## src/design/slb_defs.svh

```systemverilog
/*
 constants for the split-lock bus sequencer: counts, widths and encodings.
 assumes inclusion by bare name from design files.
*/
`ifndef SLB_DEFS_SVH
`define SLB_DEFS_SVH
`define SLB_NUM_XACT 3'h4
`define SLB_IOQ_DEPTH 2
`define SLB_KIND_RD 1'h0
`define SLB_KIND_WR 1'h1
`define SLB_ADDR_W 32
`define SLB_DATA_W 64
`endif

```

## src/design/slb_pkg.sv

```systemverilog
/*
 types for the split-lock bus sequencer.
 assumes slb_defs.svh is on the include path.
*/
`include "slb_defs.svh"
package slb_pkg;
   typedef struct packed {
      logic [`SLB_ADDR_W-1:0] addr_lo;
      logic [`SLB_ADDR_W-1:0] addr_hi;
      logic [`SLB_DATA_W-1:0] wdata;
   } slb_req_type;
   typedef struct packed {
      logic kind;
      logic [`SLB_ADDR_W-1:0] addr;
      logic [`SLB_DATA_W-1:0] data;
   } slb_xact_type;
   typedef enum logic [2:0] {
      SLB_IDLE,
      SLB_ISSUE,
      SLB_WAIT_RESP,
      SLB_DONE
   } slb_state_type;
endpackage

```

## src/design/slb_seq.sv

```systemverilog
/*
 split-lock bus sequencer: issues two partial reads and two partial writes
 under bus lock, honouring block-next-request, releasing lock after the
 fourth response.
 assumes all bus inputs synchronous to clk_i; responses return in order.
*/
`include "slb_defs.svh"
module slb_seq #(
   parameter int IOQ_DEPTH = `SLB_IOQ_DEPTH
) (
   input wire logic clk_i,
   input wire logic rst_b_i,
   input wire logic ce_i,
   input wire logic start_i,
   input wire slb_pkg::slb_req_type req_i,
   input wire logic block_next_request_n_i,
   input wire logic response_status_n_i,
   output logic busy_o,
   output logic done_o,
   output logic address_strobe_n_o,
   output logic lock_n_o,
   output slb_pkg::slb_xact_type xact_o
);
   // ------------------------------------------------------------
   // reset release
   // ------------------------------------------------------------
   logic rst_s1_reg;
   logic rst_b;
   always_ff @(posedge clk_i or negedge rst_b_i) begin
      if (!rst_b_i) begin
         rst_s1_reg <= 1'b0;
         rst_b <= 1'b0;
      end else begin
         rst_s1_reg <= 1'b1;
         rst_b <= rst_s1_reg;
      end
   end

   // ------------------------------------------------------------
   // sequencing
   // ------------------------------------------------------------
   slb_pkg::slb_state_type state_reg, state_next;
   slb_pkg::slb_req_type req_reg;
   slb_pkg::slb_xact_type xact_reg;
   logic lock_reg;
   logic strobe_reg;
   logic done_reg;
   logic [2:0] issued;
   logic [2:0] answered;

   function automatic slb_pkg::slb_xact_type xact_of(
      input logic [2:0] idx, input slb_pkg::slb_req_type r);
      slb_pkg::slb_xact_type x;
      x.kind = idx[1] ? `SLB_KIND_WR : `SLB_KIND_RD;
      x.addr = idx[0] ? r.addr_hi : r.addr_lo;
      x.data = idx[1] ? r.wdata : '0;
      return x;
   endfunction

   wire blocked = !block_next_request_n_i;
   wire resp = !response_status_n_i;
   wire outstanding_full = (3'(issued - answered) >= 3'(IOQ_DEPTH));
   wire can_issue = (state_reg == slb_pkg::SLB_ISSUE) && !blocked
                    && !outstanding_full && !strobe_reg;
   wire last_resp = resp && (answered == `SLB_NUM_XACT - 3'h1)
                    && (issued == `SLB_NUM_XACT);
   wire clear = (state_reg == slb_pkg::SLB_IDLE) && start_i;

   slb_resp_count u_count (
      .clk_i(clk_i),
      .rst_b_i(rst_b),
      .ce_i(ce_i),
      .clear_i(clear),
      .strobe_i(can_issue),
      .resp_i(resp && state_reg != slb_pkg::SLB_IDLE),
      .issued_o(issued),
      .answered_o(answered)
   );

   always_comb begin
      state_next = state_reg;
      case (state_reg)
         slb_pkg::SLB_IDLE: begin
            if (start_i) state_next = slb_pkg::SLB_ISSUE;
         end
         slb_pkg::SLB_ISSUE: begin
            if (can_issue && issued == `SLB_NUM_XACT - 3'h1)
               state_next = slb_pkg::SLB_WAIT_RESP;
         end
         slb_pkg::SLB_WAIT_RESP: begin
            if (last_resp) state_next = slb_pkg::SLB_DONE;
         end
         slb_pkg::SLB_DONE: begin
            state_next = slb_pkg::SLB_IDLE;
         end
         default: begin
            state_next = slb_pkg::SLB_IDLE;
         end
      endcase
   end

   always_ff @(posedge clk_i or negedge rst_b) begin
      if (!rst_b) begin
         state_reg <= slb_pkg::SLB_IDLE;
         req_reg <= '0;
         xact_reg <= '0;
         lock_reg <= 1'b0;
         strobe_reg <= 1'b0;
         done_reg <= 1'b0;
      end else if (ce_i) begin
         state_reg <= state_next;
         strobe_reg <= can_issue;
         done_reg <= (state_next == slb_pkg::SLB_DONE);
         if (clear) req_reg <= req_i;
         // lock rises with the first strobe, falls only on last answer
         if (can_issue) lock_reg <= 1'b1;
         else if (state_reg == slb_pkg::SLB_WAIT_RESP && last_resp)
            lock_reg <= 1'b0;
         if (can_issue) xact_reg <= xact_of(issued, req_reg);
      end
   end

   // strobe and lock leave flip-flops together so lock covers strobe 1
   assign address_strobe_n_o = !strobe_reg;
   assign lock_n_o = !lock_reg;
   assign xact_o = xact_reg;
   assign busy_o = (state_reg != slb_pkg::SLB_IDLE);
   assign done_o = done_reg;

   // ------------------------------------------------------------
   // checks: lock
   // ------------------------------------------------------------
   a_lock_rise_first: assert property (@(posedge clk_i) disable iff (!rst_b)
      $fell(lock_n_o) |-> !address_strobe_n_o)
      else $error("lock raised without first strobe");
   a_idle_unlocked: assert property (@(posedge clk_i) disable iff (!rst_b)
      (state_reg == slb_pkg::SLB_IDLE) |-> lock_n_o)
      else $error("lock held while idle");
   a_lock_busy: assert property (@(posedge clk_i) disable iff (!rst_b)
      !lock_n_o |-> busy_o)
      else $error("lock held outside a sequence");

   // ------------------------------------------------------------
   // checks: freeze and pulses
   // ------------------------------------------------------------
   // a low enable must leave state_reg and lock_n_o where they were
   a_freeze_hold: assert property (@(posedge clk_i) disable iff (!rst_b)
      !ce_i |=> $stable(state_reg) && $stable(lock_n_o))
      else $error("state moved while frozen");
   a_strobe_spacing: assert property (@(posedge clk_i) disable iff (!rst_b)
      !address_strobe_n_o |=> address_strobe_n_o)
      else $error("strobes back to back");
   a_done_pulse: assert property (@(posedge clk_i) disable iff (!rst_b)
      done_o |=> !done_o)
      else $error("done longer than one cycle");

   // ------------------------------------------------------------
   // checks: transaction contents
   // ------------------------------------------------------------
   a_first_addr: assert property (@(posedge clk_i) disable iff (!rst_b)
      (!address_strobe_n_o && issued == 3'h1)
      |-> xact_o.addr == req_reg.addr_lo)
      else $error("first strobe address wrong");
   a_second_addr: assert property (@(posedge clk_i) disable iff (!rst_b)
      (!address_strobe_n_o && issued == 3'h2)
      |-> xact_o.addr == req_reg.addr_hi)
      else $error("second strobe address wrong");
   a_write_data: assert property (@(posedge clk_i) disable iff (!rst_b)
      (!address_strobe_n_o && issued >= 3'h3)
      |-> xact_o.data == req_reg.wdata)
      else $error("write data wrong");

   // ------------------------------------------------------------
   // checks: order and queue
   // ------------------------------------------------------------
   a_lock_over_strobe: assert property (@(posedge clk_i) disable iff (!rst_b)
      !address_strobe_n_o |-> !lock_n_o)
      else $error("strobe without lock");
   a_no_strobe_blocked: assert property (@(posedge clk_i) disable iff (!rst_b)
      (ce_i && blocked) |=> address_strobe_n_o)
      else $error("strobe issued while blocked");
   a_lock_held_resp: assert property (@(posedge clk_i) disable iff (!rst_b)
      ($rose(lock_n_o)) |-> $past(answered) == 3'h3 && $past(resp))
      else $error("lock released before fourth response");
   a_write_order: assert property (@(posedge clk_i) disable iff (!rst_b)
      (!address_strobe_n_o && issued >= 3'h3) |-> xact_o.kind)
      else $error("late strobe not a write");
   a_read_order: assert property (@(posedge clk_i) disable iff (!rst_b)
      (!address_strobe_n_o && issued <= 3'h2) |-> !xact_o.kind)
      else $error("early strobe not a read");
   a_four_max: assert property (@(posedge clk_i) disable iff (!rst_b)
      issued <= `SLB_NUM_XACT)
      else $error("more than four strobes");
   a_ioq_limit: assert property (@(posedge clk_i) disable iff (!rst_b)
      3'(issued - answered) <= 3'(IOQ_DEPTH))
      else $error("queue depth exceeded");
   a_done_unlocked: assert property (@(posedge clk_i) disable iff (!rst_b)
      done_o |-> lock_n_o ##1 !busy_o)
      else $error("done while locked");
   c_full_seq: cover property (@(posedge clk_i) disable iff (!rst_b)
      done_o);
   c_block_after_third: cover property (@(posedge clk_i) disable iff (!rst_b)
      issued == 3'h3 && blocked && state_reg == slb_pkg::SLB_ISSUE);
   c_queue_full: cover property (@(posedge clk_i) disable iff (!rst_b)
      outstanding_full && state_reg == slb_pkg::SLB_ISSUE);
   c_frozen_busy: cover property (@(posedge clk_i) disable iff (!rst_b)
      !ce_i && busy_o);
   c_fourth_strobe: cover property (@(posedge clk_i) disable iff (!rst_b)
      !address_strobe_n_o && issued == `SLB_NUM_XACT);
endmodule

```

## src/design/slb_resp_count.sv

```systemverilog
/*
 counts issued transactions and sampled responses of one locked sequence.
 assumes one response per issued strobe, in order.
*/
`include "slb_defs.svh"
module slb_resp_count (
   input wire logic clk_i,
   input wire logic rst_b_i,
   input wire logic ce_i,
   input wire logic clear_i,
   input wire logic strobe_i,
   input wire logic resp_i,
   output logic [2:0] issued_o,
   output logic [2:0] answered_o
);
   logic [2:0] issued_reg;
   logic [2:0] answered_reg;
   always_ff @(posedge clk_i or negedge rst_b_i) begin
      if (!rst_b_i) begin
         issued_reg <= 3'h0;
         answered_reg <= 3'h0;
      end else if (ce_i) begin
         if (clear_i) begin
            issued_reg <= 3'h0;
            answered_reg <= 3'h0;
         end else begin
            if (strobe_i) issued_reg <= issued_reg + 3'h1;
            if (resp_i) answered_reg <= answered_reg + 3'h1;
         end
      end
   end
   assign issued_o = issued_reg;
   assign answered_o = answered_reg;
endmodule

```

## config.mk

```make
export PLATFORM = sky130hd
export DESIGN_NAME = slb_seq
export DESIGN_NICKNAME = d
export VERILOG_FILES = /design/src/design/slb_pkg.sv /design/src/design/slb_seq.sv /design/src/design/slb_resp_count.sv
export VERILOG_INCLUDE_DIRS = /design/src /design/src/design
export SDC_FILE = /design/constraint.sdc
export NUM_CORES = 1
export LEC_CHECK = 0
export BUFFER_PORTS_ARGS = -buffer_cell sky130_fd_sc_hd__clkbuf_2
export CAP_MARGIN = 20
export CORE_MARGIN = 8
export CORE_UTILIZATION = 38
export DETAILED_ROUTE_END_ITERATION = 10
export GPL_TIMING_DRIVEN = 0
export PLACE_DENSITY_LB_ADDON = 0.3
export SETUP_SLACK_MARGIN = 0.4
export SYNTH_ARGS = -nofsm -noshare
export SYNTH_HDL_FRONTEND = slang
export SYNTH_SLANG_ARGS = --single-unit
```

## constraint.sdc

```tcl
create_clock -name clk_i -period 8.3 [get_ports clk_i]
set_clock_uncertainty 0.15 [all_clocks]
set_input_delay 1.66 -clock clk_i [delete_from_list [all_inputs] [get_ports clk_i]]
set_output_delay 1.66 -clock clk_i [all_outputs]
set_load 0.005 [all_outputs]
```

==> flow_summary_export.csv <==
group,metric,value,unit
status,status,"finished clean",
setup_path,start_kind,"register",
routing,drt-total-wl,22.9,mm
flow_run,drv_cap,0,
yosys,synth_edf_count,0,
floorplanning,die_h,178,um
final_layout,fin_cells,1334,
yosys,ys_types,33,
clocking,postCtsSetupBuffers,0,
setup_path,reg2regPathDepth,10,
routing,viasPerCell,4.64,
routing,postRouteAntennaNets,0,
grt,antenna_found_initial,1,
timing,final.setup.tns,0,ns
place,gp_congestion,0.707,
clocking,htreeDepth,1,
timing,final_hold_viol_count,0,
floorplanning,core,25900,sq um
routing,routedWlPerCell,17.1,um
clocking,cts_buffer_depth,3,
yosys,synth_area,9980,sq um
floorplanning,die_w,178,um
worst_hold_path,hold_path_class,"reg -> async",
timing,fin_crit,3.71,ns
place,port_buffers,234,
setup_path,worstPathRequired,8.55,ns
final_layout,final_core_util,0.484,
power,p_per_area,342,nW/um^2
clocking,cts_made_buffers,27,
power,p_leak,0.00631,uW
clocking,clock_latency,0.52,ns
timing,rsz0062_at_grt,"false",
clocking,root_buffer,"clkbuf_16",
floorplanning,pin_count,235,
timing,worst_hold_slack,0.0536,ns
yosys,ys_seq_area_frac,0.599,
timing,finalCritPeriodShare,0.446,
grt,grt_max_degree,70,
final_layout,n_fill_cell,2381,
setup_path,cp-end-kind,"register",
place,place_inst,1287,
setup_path,setup.worst_path.class,"reg -> reg",
setup_path,r2r_slack,4.59,ns
clocking,ctsResizeCount,0,
clocking,cts_tree,"done",
clocking,hold_buffers,0,
yosys,synth-seq-cells,239,
timing,clock.fmax,270,MHz
yosys,ys_async_sr_fraction,1.00,
grt,track_usage,0.144,
setup_path,r2r_start,"u_count.issued_o[0]$_DFFE_PN0P_",
grt,grt-ovfl-total,0,
yosys,syn-instance-count,714,
place,dp_hpwl,16.6,mm
floorplanning,dieArea,31700,sq um
floorplanning,rows,59,
setup_path,reg2reg_to,"xact_o[91]$_DFFE_PN0P_",
grt,busiest_layer,"met2",
clocking,cts.sink_count,239,
grt,use_met3,0.0536,
floorplanning,start_util,0.385,
final_layout,n_antenna_cell,0,
routing,drtIter0Drc,230,
grt,grt_pass1_vias,6791,
grt,use_met1,0.182,
routing,post-route-drc-count,0,
timing,worst_slew_pin_slew,0.697,ns
final_layout,nNetsFinal,1122,
grt,grt_pass1_wl,36.6,mm
setup_path,arrival,3.95,ns
routing,vias,6187,
final_layout,largest_reg_flops,128,
grt,grtUsageMet2,0.231,
yosys,synthFlopType,"dfrtp_1",
final_layout,drive_above_1_share,0.418,
place,dpl-instance-area,11700,sq um
routing,firstDrtPassIters,4,
timing,maxSlewHeadroom,0.532,
clocking,clk_pin_slew_worst_paths,0.06,ns
final_layout,syn2layout_area_growth,25.7,%
timing,setup_viol,0,
setup_path,cp_max_fo,10,
yosys,yosys_warnings,0,
yosys,synth_nets,855,
power,ir_worst_vdd,0.155,mV
yosys,syn_avg_cell_area,14.0,sq um
timing,final-max-slew-violation-count,0,
final_layout,fin_area,12500,sq um
placed cells by master, fill, tap and decap left out, drive strengths merged:
| master | count |
|---|---|
| and3b | 1 |
| xnor3 | 1 |
| a21oi | 2 |
| fa | 1 |
| nor2b | 1 |
| nor3 | 1 |
| clkinv | 8 |
| and4b | 1 |
| mux2i | 66 |
| buf | 29 |
| inv | 73 |
| nor4b | 1 |
| a21bo | 1 |
| and4bb | 1 |
| or3 | 1 |
| mux2 | 194 |
| or4b | 1 |
| bufinv | 1 |
| o32ai | 1 |
| nand4 | 2 |
| clkbuf | 283 |
| nor2 | 4 |
| a311oi | 1 |
| nand3 | 2 |
| o21ai | 8 |
| ha | 6 |
| conb | 1 |
| o2bb2ai | 2 |
| dfrtp | 239 |
| nand2 | 65 |
| nand2b | 1 |
critical path, stage by stage, from the launching register on:
cell,delay [ns]
dfrtp_1,0.35
clkbuf_1,0.39
clkbuf_1,0.55
inv_1,0.14
ha_1,0.24
fa_1,0.44
and3b_1,0.22
nand3_1,0.13
buf_2,0.33
buf_4,0.28
mux2_2,0.35
worst max path at each step:
stage / start / endpoint / slack, ns / cells past startpoint
floorplan: rst_b$_DFF_PN0_ / done_o$_DFFE_PN0P_ / 1.0 / 0
global placement: rst_b$_DFF_PN0_ / xact_o[45]$_DFFE_PN0P_ / -1.97 / 0
detailed placement: u_count.issued_o[0]$_DFFE_PN0P_ / xact_o[94]$_DFFE_PN0P_ / 4.51 / 10
CTS: u_count.issued_o[0]$_DFFE_PN0P_ / xact_o[94]$_DFFE_PN0P_ / 4.50 / 10
global route: u_count.issued_o[0]$_DFFE_PN0P_ / xact_o[94]$_DFFE_PN0P_ / 4.35 / 10
finish: u_count.issued_o[0]$_DFFE_PN0P_ / xact_o[91]$_DFFE_PN0P_ / 4.59 / 10
synth_stat cells, drive strengths merged (2+ instances only):
cell type  number  share of area
dfrtp         239           0.60
mux2          194           0.22
inv            73          0.027
mux2i          66          0.066
nand2          65          0.024
buf            25          0.025
clkbuf         11         0.0041
o21ai           8         0.0040
ha              6         0.0075
nor2            4         0.0023
a21oi           2         0.0010
nand3           2         0.0010
nand4           2         0.0013
o2bb2ai         2         0.0018
per-stage QoR:
stage,setup WS [ns],power (uW)
finish,4.59,4290
floorplan,0.996,2690
detailed placement,4.51,3190
global placement,-1.97,3140
global route,4.35,4590
CTS,4.50,4370
logic make-up (layout without fill, tap and decap cells):
| family | count (synthesis) | in the layout | synth area share |
|---|---|---|---|
| buf+inv | 109 | 394 | 0.0569 |
| xor+xnor | 1 | 1 | 0.00226 |
| other cells | 1 | 1 | 0.000376 |
| fa+ha+maj | 7 | 7 | 0.00953 |
| compound gates | 15 | 15 | 0.00953 |
| simple gates | 82 | 82 | 0.0367 |
| mux | 260 | 260 | 0.285 |
| flops | 239 | 239 | 0.599 |
report_power, final:
part	total (uW)	internal, uW	switching [uW]
Combinational	1240	684	558
Clock	1150	686	464
Sequential	1900	1650	246
cell type report:
cell class                 instances  area, sq um  share of cell area
buffer                            36          294              0.0234
clock buffer                      38          787              0.0627
clock inverter                     9         73.8             0.00589
inverter                          73          274              0.0218
multi-input combinational        366         3430               0.273
sequential                       239         5980               0.477
tap                              335          419              0.0334
timing repair buffer             238         1280               0.102
per-layer routing:
layer / vias to the layer above / part of all wire
li1: 2932 / -
met5: - / 0.00079
met1: 3045 / 0.42
met3: 35 / 0.099
met4: 2 / 0.017
met2: 173 / 0.46
Power figures use the tool's default switching activity.
